[config.mk]
export PLATFORM = sky130hd
export DESIGN_NAME = autoneg_nextpage_mmd_regs
export DESIGN_NICKNAME = d
export VERILOG_FILES = /design/src/hw/an_regs_pkg.sv /design/src/hw/autoneg_nextpage_mmd_regs.sv
export SDC_FILE = /design/constraint.sdc
export NUM_CORES = 1
export LEC_CHECK = 0
export BUFFER_PORTS_ARGS = -buffer_cell sky130_fd_sc_hd__buf_2
export CORE_MARGIN = 2
export CORE_UTILIZATION = 45
export CTS_CLUSTER_DIAMETER = 50
export DETAILED_ROUTE_END_ITERATION = 6
export GPL_TIMING_DRIVEN = 0
export MAX_ROUTING_LAYER = met4
export PLACE_DENSITY = 0.73
export SLEW_MARGIN = 20
export SYNTH_ARGS = -nofsm -noshare
export SYNTH_HDL_FRONTEND = slang
export SYNTH_SLANG_ARGS = --single-unit
[constraint.sdc]
create_clock -name core_clk -period 7.42 [get_ports core_clk]
set_input_delay 0.371 -clock core_clk [delete_from_list [all_inputs] [get_ports core_clk]]
set_output_delay 0.371 -clock core_clk [all_outputs]
set_load 0.005 [all_outputs]
[src/hw/an_regs_pkg.sv]
// Package: register map, field layout and types for the negotiation register group
package an_regs_pkg;

  // ----------------------------------------------------------------
  // Register indices (byte address is four times the index)
  // ----------------------------------------------------------------
  localparam logic [3:0] IDX_PARTNER_BASE_ABILITY    = 4'h5;
  localparam logic [3:0] IDX_NEGOTIATION_EXPANSION   = 4'h6;
  localparam logic [3:0] IDX_NEXT_PAGE_TRANSMIT      = 4'h7;
  localparam logic [3:0] IDX_NEXT_PAGE_RECEIVE       = 4'h8;
  localparam logic [3:0] IDX_INDIRECT_ACCESS_CONTROL = 4'hD;
  localparam logic [3:0] IDX_INDIRECT_ADDRESS_DATA   = 4'hE;
  localparam logic [3:0] IDX_EVENT_STATUS            = 4'h9;
  localparam logic [3:0] IDX_EVENT_MASK              = 4'hA;

  // ----------------------------------------------------------------
  // Field positions and constants
  // ----------------------------------------------------------------
  localparam int          ADDR_W          = 6;
  localparam logic [4:0]  SELECTOR_8023   = 5'h01;
  localparam logic [10:0] TX_CODE_RESET   = 11'h001;
  localparam logic        TX_MSG_RESET    = 1'b1;
  localparam logic [1:0]  FUNC_ADDRESS    = 2'h0;
  localparam logic [1:0]  FUNC_DATA       = 2'h1;
  localparam logic [4:0]  DEVSEL_PCS      = 5'h03;
  localparam logic [4:0]  DEVSEL_AUTONEG  = 5'h07;
  localparam int          EV_PD_FAULT     = 0;
  localparam int          EV_PAGE_RX      = 1;
  localparam int          EV_W            = 2;

  // ----------------------------------------------------------------
  // Carriers
  // ----------------------------------------------------------------
  typedef struct packed {
    logic        next_page;
    logic        ack;
    logic        remote_fault;
    logic [1:0]  pause;
    logic        t4;
    logic [3:0]  speeds;
  } partner_base_t;

  typedef struct packed {
    logic        next_page;
    logic        ack;
    logic        msg_page;
    logic        comply;
    logic        toggle;
    logic [10:0] code;
  } page_t;

  typedef struct packed {
    logic        pd_fault;
    logic        page_rx;
    logic        partner_np_able;
    logic        partner_an_able;
  } expansion_in_t;

endpackage : an_regs_pkg

[src/hw/autoneg_nextpage_mmd_regs.sv]
// Register group for partner ability, expansion, next pages and indirect access
`timescale 1ns/100ps
// Summary of operation
// - Partner pause field read-only at bits 11:10
// - Partner T4 at bit 9, never local
// - Partner speed abilities bits 8:5, clear after reset
// - Acknowledge bit 14 set after code word
// - Partner remote fault at bit 13
// - Expansion bits 6 and 5 read one
// - Parallel detection fault latched until read
// - Partner next page able at bit 3
// - Local next page able reads one
// - Page received latched until read
// - Partner negotiation able at bit 0
// - Transmit page writable fields with reset values
// - Toggle bits read-only, inverse of previous
// - Receive page fields read-only, zero at reset
// - Function field selects address or data
// - Five-bit device select at bits 4:0
// - Function zero writes address, else data
module autoneg_nextpage_mmd_regs
  import an_regs_pkg::*;
(
  // Clock and reset
  input  wire logic                 core_clk,
  input  wire logic                 reset,
  // Avalon-MM slave
  input  wire logic [ADDR_W-1:0]    avs_address,
  input  wire logic                 avs_read,
  input  wire logic                 avs_write,
  input  wire logic [31:0]          avs_writedata,
  input  wire logic [3:0]           avs_byteenable,
  output logic      [31:0]          avs_readdata,
  output logic                      avs_waitrequest,
  output logic      [1:0]           avs_response,
  // Negotiation engine side
  input  wire partner_base_t        partner_in,
  input  wire logic                 partner_load,
  input  wire page_t                rx_page_in,
  input  wire logic                 rx_page_load,
  input  wire expansion_in_t        exp_in,
  input  wire logic                 tx_page_sent,
  // Indirect device access side
  output logic      [4:0]           target_device_select,
  output logic      [15:0]          indirect_address,
  output logic                      indirect_wr,
  output logic      [15:0]          indirect_wdata,
  input  wire logic [15:0]          indirect_rdata,
  // Interrupt
  output logic                      irq
);

  // ----------------------------------------------------------------
  // State
  // ----------------------------------------------------------------
  partner_base_t      partner;
  page_t              rx_page;
  page_t              tx_page;
  logic               tx_toggle_prev;
  logic               np_able_q, an_able_q;
  logic               lh_pd_fault, lh_page_rx;
  logic [1:0]         func;
  logic [EV_W-1:0]    ev_status, ev_mask;
  logic               acked;
  logic [3:0]         idx;
  logic               wr_hit, rd_hit;
  logic [15:0]        rd_val;
  logic               rd_ok;

  // Writes land at the answer edge; a read clears flags where its data is captured
  assign idx    = avs_address[ADDR_W-1:2];
  assign wr_hit = avs_write & ~avs_waitrequest & avs_byteenable[0] & avs_byteenable[1];
  assign rd_hit = avs_read & avs_waitrequest;

  // ----------------------------------------------------------------
  // Bus handshake: one wait cycle, answer on the second edge
  // ----------------------------------------------------------------
  // Waitrequest drops for exactly one cycle after a request is seen
  always_ff @(posedge core_clk or posedge reset) begin
    if (reset) begin
      avs_waitrequest <= 1'b1;
    end else if ((avs_read | avs_write) & avs_waitrequest) begin
      avs_waitrequest <= 1'b0;
    end else begin
      avs_waitrequest <= 1'b1;
    end
  end

  // ----------------------------------------------------------------
  // Partner ability and receive page capture
  // ----------------------------------------------------------------
  // Engine loads whole words; all fields read-only to software
  always_ff @(posedge core_clk or posedge reset) begin
    if (reset) begin
      partner <= '0;
      rx_page <= '0;
    end else begin
      if (partner_load) partner <= partner_in;
      if (rx_page_load) rx_page <= rx_page_in;
    end
  end

  // Expansion level bits track the engine
  always_ff @(posedge core_clk or posedge reset) begin
    if (reset) begin
      np_able_q <= 1'b0;
      an_able_q <= 1'b0;
    end else begin
      np_able_q <= exp_in.partner_np_able;
      an_able_q <= exp_in.partner_an_able;
    end
  end

  // ----------------------------------------------------------------
  // Latching-high expansion bits
  // ----------------------------------------------------------------
  // Read clears, but a live condition sets again in the same cycle
  always_ff @(posedge core_clk or posedge reset) begin
    if (reset) begin
      lh_pd_fault <= 1'b0;
      lh_page_rx  <= 1'b0;
    end else begin
      if (exp_in.pd_fault) lh_pd_fault <= 1'b1;
      else if (rd_hit && idx == IDX_NEGOTIATION_EXPANSION)
        lh_pd_fault <= 1'b0;
      if (exp_in.page_rx) lh_page_rx <= 1'b1;
      else if (rd_hit && idx == IDX_NEGOTIATION_EXPANSION)
        lh_page_rx <= 1'b0;
    end
  end

  // ----------------------------------------------------------------
  // Transmit page and toggle
  // ----------------------------------------------------------------
  // Toggle flips each time the engine sends a page
  always_ff @(posedge core_clk or posedge reset) begin
    if (reset) begin
      tx_page          <= '0;
      tx_page.msg_page <= TX_MSG_RESET;
      tx_page.code     <= TX_CODE_RESET;
      tx_toggle_prev   <= 1'b1;
    end else begin
      if (tx_page_sent) tx_toggle_prev <= tx_page.toggle;
      tx_page.toggle <= ~tx_toggle_prev;
      if (wr_hit && idx == IDX_NEXT_PAGE_TRANSMIT) begin
        tx_page.next_page <= avs_writedata[15];
        tx_page.msg_page  <= avs_writedata[13];
        tx_page.comply    <= avs_writedata[12];
        tx_page.code      <= avs_writedata[10:0];
      end
    end
  end

  // ----------------------------------------------------------------
  // Indirect device access
  // ----------------------------------------------------------------
  // Function 00 sets the address, otherwise data passes through
  always_ff @(posedge core_clk or posedge reset) begin
    if (reset) begin
      func                 <= FUNC_ADDRESS;
      target_device_select <= '0;
      indirect_address     <= '0;
      indirect_wr          <= 1'b0;
      indirect_wdata       <= '0;
    end else begin
      indirect_wr <= 1'b0;
      if (wr_hit && idx == IDX_INDIRECT_ACCESS_CONTROL) begin
        func                 <= avs_writedata[15:14];
        target_device_select <= avs_writedata[4:0];
      end
      if (wr_hit && idx == IDX_INDIRECT_ADDRESS_DATA) begin
        if (func == FUNC_ADDRESS) begin
          indirect_address <= avs_writedata[15:0];
        end else begin
          indirect_wr    <= 1'b1;
          indirect_wdata <= avs_writedata[15:0];
        end
      end
    end
  end

  // ----------------------------------------------------------------
  // Interrupt status and mask
  // ----------------------------------------------------------------
  // Sticky events, write one to clear; a new event wins over clear
  always_ff @(posedge core_clk or posedge reset) begin
    if (reset) begin
      ev_status <= '0;
      ev_mask   <= '0;
      irq       <= 1'b0;
    end else begin
      for (int i = 0; i < EV_W; i++) begin
        if ((i == EV_PD_FAULT && exp_in.pd_fault) || (i == EV_PAGE_RX && exp_in.page_rx))
          ev_status[i] <= 1'b1;
        else if (wr_hit && idx == IDX_EVENT_STATUS && avs_writedata[i])
          ev_status[i] <= 1'b0;
      end
      if (wr_hit && idx == IDX_EVENT_MASK) ev_mask <= avs_writedata[EV_W-1:0];
      irq <= |(ev_status & ev_mask);
    end
  end

  // ----------------------------------------------------------------
  // Read mux
  // ----------------------------------------------------------------
  // Reserved bits read zero; unmapped index answers a slave error
  always_comb begin
    rd_val = '0;
    rd_ok  = 1'b1;
    case (idx)
      IDX_PARTNER_BASE_ABILITY: rd_val = {partner.next_page, partner.ack,
        partner.remote_fault, 1'b0, partner.pause, partner.t4, partner.speeds,
        SELECTOR_8023};
      IDX_NEGOTIATION_EXPANSION: rd_val = {9'h000, 1'b1, 1'b1, lh_pd_fault,
        np_able_q, 1'b1, lh_page_rx, an_able_q};
      IDX_NEXT_PAGE_TRANSMIT: rd_val = {tx_page.next_page, 1'b0, tx_page.msg_page,
        tx_page.comply, tx_page.toggle, tx_page.code};
      IDX_NEXT_PAGE_RECEIVE: rd_val = rx_page;
      IDX_INDIRECT_ACCESS_CONTROL: rd_val = {func, 9'h000, target_device_select};
      IDX_INDIRECT_ADDRESS_DATA: rd_val = (func == FUNC_ADDRESS) ? indirect_address
                                                                  : indirect_rdata;
      IDX_EVENT_STATUS: rd_val = {{(16-EV_W){1'b0}}, ev_status};
      IDX_EVENT_MASK:   rd_val = {{(16-EV_W){1'b0}}, ev_mask};
      default: rd_ok = 1'b0;
    endcase
  end

  // Read data and response registered for the answering edge
  always_ff @(posedge core_clk or posedge reset) begin
    if (reset) begin
      avs_readdata <= '0;
      avs_response <= 2'h0;
    end else if ((avs_read | avs_write) & avs_waitrequest) begin
      avs_readdata <= avs_read ? {16'h0000, rd_val} : 32'h0000_0000;
      avs_response <= rd_ok ? 2'h0 : 2'h2;
    end
  end

  // ----------------------------------------------------------------
  // Checks
  // ----------------------------------------------------------------
  property p_lp_reset_clear;
    @(posedge core_clk) $fell(reset) |-> (partner == '0) && (rx_page == '0);
  endproperty
  a_lp_reset_clear: assert property (p_lp_reset_clear) else $error("partner not clear");

  property p_partner_load;
    @(posedge core_clk) disable iff (reset) partner_load |=> partner == $past(partner_in);
  endproperty
  a_partner_load: assert property (p_partner_load) else $error("partner not loaded");

  property p_pd_latch;
    @(posedge core_clk) disable iff (reset)
      exp_in.pd_fault |=> lh_pd_fault;
  endproperty
  a_pd_latch: assert property (p_pd_latch) else $error("fault not latched");

  property p_pd_hold;
    @(posedge core_clk) disable iff (reset)
      lh_pd_fault && !(rd_hit && idx == IDX_NEGOTIATION_EXPANSION) |=> lh_pd_fault;
  endproperty
  a_pd_hold: assert property (p_pd_hold) else $error("fault dropped early");

  property p_page_latch;
    @(posedge core_clk) disable iff (reset)
      exp_in.page_rx || (lh_page_rx && !(rd_hit && idx == IDX_NEGOTIATION_EXPANSION))
      |=> lh_page_rx;
  endproperty
  a_page_latch: assert property (p_page_latch) else $error("page flag lost");

  property p_clear_on_read;
    @(posedge core_clk) disable iff (reset)
      rd_hit && idx == IDX_NEGOTIATION_EXPANSION && !exp_in.page_rx |=> !lh_page_rx;
  endproperty
  a_clear_on_read: assert property (p_clear_on_read) else $error("flag not cleared");

  property p_exp_const;
    @(posedge core_clk) disable iff (reset)
      rd_hit && idx == IDX_NEGOTIATION_EXPANSION
      |=> avs_readdata[6] && avs_readdata[5] && avs_readdata[2];
  endproperty
  a_exp_const: assert property (p_exp_const) else $error("expansion constants");

  property p_toggle;
    @(posedge core_clk) disable iff (reset)
      tx_page_sent ##1 !tx_page_sent |=> tx_page.toggle == !$past(tx_page.toggle, 2);
  endproperty
  a_toggle: assert property (p_toggle) else $error("toggle wrong");

  property p_addr_write;
    @(posedge core_clk) disable iff (reset)
      wr_hit && idx == IDX_INDIRECT_ADDRESS_DATA && func == FUNC_ADDRESS
      |=> !indirect_wr && indirect_address == $past(avs_writedata[15:0]);
  endproperty
  a_addr_write: assert property (p_addr_write) else $error("address not set");

  property p_wait_one;
    @(posedge core_clk) disable iff (reset)
      (avs_read || avs_write) && avs_waitrequest |=> !avs_waitrequest ##1 avs_waitrequest;
  endproperty
  a_wait_one: assert property (p_wait_one) else $error("wait timing"); // Bus answer timing

  // Field behaviour as seen through the bus and the engine strobes
  property p_partner_ro;
    @(posedge core_clk) disable iff (reset)
      wr_hit && idx == IDX_PARTNER_BASE_ABILITY && !partner_load
      |=> partner == $past(partner);
  endproperty
  a_partner_ro: assert property (p_partner_ro) else $error("partner word written");

  property p_partner_read;
    @(posedge core_clk) disable iff (reset)
      rd_hit && idx == IDX_PARTNER_BASE_ABILITY
      |=> avs_readdata[9] == $past(partner.t4)
          && avs_readdata[13] == $past(partner.remote_fault);
  endproperty
  a_partner_read: assert property (p_partner_read) else $error("partner bits");

  property p_rx_load;
    @(posedge core_clk) disable iff (reset)
      rx_page_load |=> rx_page == $past(rx_page_in);
  endproperty
  a_rx_load: assert property (p_rx_load) else $error("receive page not loaded");

  property p_rx_ro;
    @(posedge core_clk) disable iff (reset)
      wr_hit && idx == IDX_NEXT_PAGE_RECEIVE && !rx_page_load |=> rx_page == $past(rx_page);
  endproperty
  a_rx_ro: assert property (p_rx_ro) else $error("receive page written");

  property p_tx_write;
    @(posedge core_clk) disable iff (reset)
      wr_hit && idx == IDX_NEXT_PAGE_TRANSMIT
      |=> tx_page.code == $past(avs_writedata[10:0])
          && tx_page.comply == $past(avs_writedata[12]);
  endproperty
  a_tx_write: assert property (p_tx_write) else $error("tx page not written");

  property p_ctrl_write;
    @(posedge core_clk) disable iff (reset)
      wr_hit && idx == IDX_INDIRECT_ACCESS_CONTROL
      |=> func == $past(avs_writedata[15:14])
          && target_device_select == $past(avs_writedata[4:0]);
  endproperty
  a_ctrl_write: assert property (p_ctrl_write) else $error("control not written");

  property p_data_write;
    @(posedge core_clk) disable iff (reset)
      wr_hit && idx == IDX_INDIRECT_ADDRESS_DATA && func != FUNC_ADDRESS
      |=> indirect_wr && indirect_wdata == $past(avs_writedata[15:0]);
  endproperty
  a_data_write: assert property (p_data_write) else $error("data write missing");

  property p_pd_clear;
    @(posedge core_clk) disable iff (reset)
      rd_hit && idx == IDX_NEGOTIATION_EXPANSION && !exp_in.pd_fault |=> !lh_pd_fault;
  endproperty
  a_pd_clear: assert property (p_pd_clear) else $error("fault flag not cleared");

  property p_able_read;
    @(posedge core_clk) disable iff (reset)
      rd_hit && idx == IDX_NEGOTIATION_EXPANSION
      |=> avs_readdata[3] == $past(np_able_q) && avs_readdata[0] == $past(an_able_q);
  endproperty
  a_able_read: assert property (p_able_read) else $error("partner able bits");

  c_page_rx:    cover property (@(posedge core_clk) disable iff (reset) exp_in.page_rx);
  c_irq:        cover property (@(posedge core_clk) disable iff (reset) $rose(irq));
  c_data_write: cover property (@(posedge core_clk) disable iff (reset) indirect_wr);
  c_tx_sent:    cover property (@(posedge core_clk) disable iff (reset) tx_page_sent);
  c_exp_read:   cover property (@(posedge core_clk) disable iff (reset)
                                rd_hit && idx == IDX_NEGOTIATION_EXPANSION);

endmodule : autoneg_nextpage_mmd_regs

==> summary.txt <==
Outcome - finished, final reports clean
Post-CTS Setup Bufs - 0
Fin crit share - 29.2%
Area Growth Syn to Fin - 22.1%
Main combinational cell family by area after synthesis - multiplexers
Critical path peak fanout - 10
TNS Setup - 0 ns
Initial Utilization - 45.9%
Peak supply drop - 0.0986 mV
Crit path DAT - 2.46 ns
Chip height - 109 um
Synth Area in Simple Gates - 6.47%
Post-Syn Instances - 379
Top FF cell, synth - dfrtp_1
Most common cell in the netlist - dfrtp_1
Synth cell count leaders - 105 x dfrtp_1, 70 x mux2_2, 29 x nand2_1
CTS sink count - 109
Yosys warning count - 0
Max Buffers Root-to-Sink - 2
Setup Slack @ Placement - 5.15 ns
Synth area leaders - dfrtp_1 53%, mux2_2 16%, mux2_4 3.0%
Clock period minus worst slack - 2.17 ns
GPL Wtd Cong - 0.848
Critical Path Start - func[0]
Seq/Total Area, Yosys - 55.4%
Die W - 109 um
Critical register-to-register path endpoint - avs_readdata[4]
Filler Cell Count - 966
Reg-to-Reg Start - func[0]
Distinct cell type count after synthesis - 45
Max Fclk - 462 MHz
Fin nets - 631
Antenna violations before repair - 0
Vias in the first global route - 3,627
FF/Latch Area - 2730 um^2
LEAKAGE - 3.07 nW
Detailed Place HPWL - 9.73 mm
Setup ws final - 5.25 ns
Post-synth EDFFs - 0
First-pass GRT wire length - 19.8 mm
Post-CTS Resized - 0
Pwr dens - 196 nW/um^2
Hold Fails Final Rpt - 0
Number of I/O pins - 169
CP endpoint kind - register
Overall routing resource usage - 23.7%
Core footprint - 10,700 um^2
Worst reg-to-reg path cell count - 5
Slew Limit Headroom - 27.3%
N_diodes - 0
Largest net degree at the start of global routing - 58
Syn avg cell area - 13.0 um^2
Root Buffer - clkbuf_8
Die ar. - 11,800 um^2
Synth top area share - 53.3%
Final core occ - 56.1%
Clock slew at reported path FFs - 0.11 ns
Initial drt markers - 177
CTS buffer count - 9
Slew Viols, Final - 0
Hold buffers post-CTS - 0
Number of synthesized register bits - 109
Post-route ant nets - 0
FP Rows - 38
CP Class - reg2reg
Worst-margin pin slew - 1.08 ns
Drt pass-1 iters - 4
Worst clock skew - 0.0118 ns
Mapped Area - 4930 um^2
Total number of vias - 3,550
HP Class - in2async
I/O Buffers - 129
H-tree Lvls - 3
Grt total ovfl - 0
Mux cell area share after synthesis - 22.6%
Crit start category - register
Layout cells sized above 1 - 49.2%
Asr flop ratio synth - 100%
Final WL - 12.9 mm
R2R Setup Slk - 5.25 ns
Vias/cell - 5.21
Max-cap check violation count - 0
RSZ-0062 raised after global routing - no
Drc violations - 0
Post-synth top area cell - dfrtp_1
Area taken by multi-input logic gates - 2010 um^2
Drt wl/cell - 18.9 um
Xor and xnor area share after synthesis - 0%
Complex-gate fraction of the synthesized area - 10.4%
Adder-Cell Fraction of Synth Area - 0%
CP required - 7.71 ns
# setup viols final - 0
Clock latency on the worst-skew pair - 0.39 ns
CTS tree - done
-- cell usage in the layout, fill, tap and decap left out, types with 8 or more instances in the layout --
| cell type | synthesis | final |
|---|---|---|
| dfrtp_1 | 105 | 105 |
| nand3_1 | 8 | 8 |
| mux2_4 | 10 | 10 |
| clkbuf_8 | 0 | 9 |
| o21ai_0 | 12 | 12 |
| mux2i_1 | 12 | 12 |
| buf_4 | 19 | 19 |
| a22oi_1 | 9 | 9 |
| nand2_1 | 29 | 29 |
| conb_1 | 1 | 17 |
| mux2_2 | 70 | 70 |
| buf_2 | 5 | 134 |
| a22o_1 | 12 | 12 |
-- per-layer routing --
layer	wire, um	global-route usage [%]	up-vias
li1	-	-	1668
met1	5790	32.8	1725
met4	175	6.23	0
met5	0	-	-
met3	931	4.84	12
met2	6000	35.8	145
-- worst max-delay path, stage by stage (launching register included) --
cell      delay, ns
dfrtp_1        0.44
nor2_1         0.52
buf_2          0.42
mux2i_1        0.29
o221ai_1       0.15
a22o_1         0.23
-- through the flow --
step / cells / instance area (um^2) / total power, mW / hold WS, ns
2_1_floorplan: 395 / 4990 / 0.772 / 0.402
3_3_place_gp: 664 / 5810 / 0.843 / 0.429
3_5_place_dp: 665 / 5850 / 0.851 / 0.444
4_1_cts: 681 / 6020 / 1.19 / 0.0428
5_1_grt: 681 / 6020 / 1.24 / 0.0531
6_report: 681 / 6020 / 1.18 / 0.0259
-- worst max-delay path by stage --
stage	end	slack [ns]
2_1_floorplan	an_able_q	4.18
3_3_place_gp	rx_page[1]	3.05
3_5_place_dp	avs_readdata[11]	5.15
4_1_cts	avs_readdata[4]	5.26
5_1_grt	avs_readdata[4]	5.12
6_report	avs_readdata[4]	5.25
-- flip-flops by register name, summed over array words and instances (netlist names), 2 cells and up --
signal                flops
tx_page                  15
rx_page                  16
target_device_select      5
indirect_wdata           16
avs_readdata             16
ev_status                 2
ev_mask                   2
indirect_address         16
func                      2
partner                  10
-- report_power, final --
group | total, mW | internal [mW] | switching (mW) | leakage (nW)
sequential | 0.664 | 0.637 | 0.0271 | 1.41
combinational | 0.176 | 0.0863 | 0.0895 | 1.57
clock | 0.339 | 0.126 | 0.213 | 0.0948
total | 1.18 | 0.849 | 0.329 | 3.07
-- kinds of logic (layout without fill, tap and decap cells) --
group,count (synthesis),after routing
AND/OR/NAND/NOR,62,62
buffers and inverters,40,186
other,1,17
flip-flops,109,109
multiplexers,97,97
AO/OA/AOI/OAI,70,70
-- area by class of cell --
| cell class | count | area share, % |
|---|---|---|
| multi-input combinational | 246 | 33.4 |
| inverter | 5 | 0.395 |
| timing repair buffer | 130 | 11.2 |
| buffer | 35 | 3.84 |
| clock inverter | 7 | 0.893 |
| clock buffer | 9 | 2.06 |
| sequential | 109 | 45.4 |
| tap | 140 | 2.91 |
No activity file was read; power rests on OpenSTA's default activity.
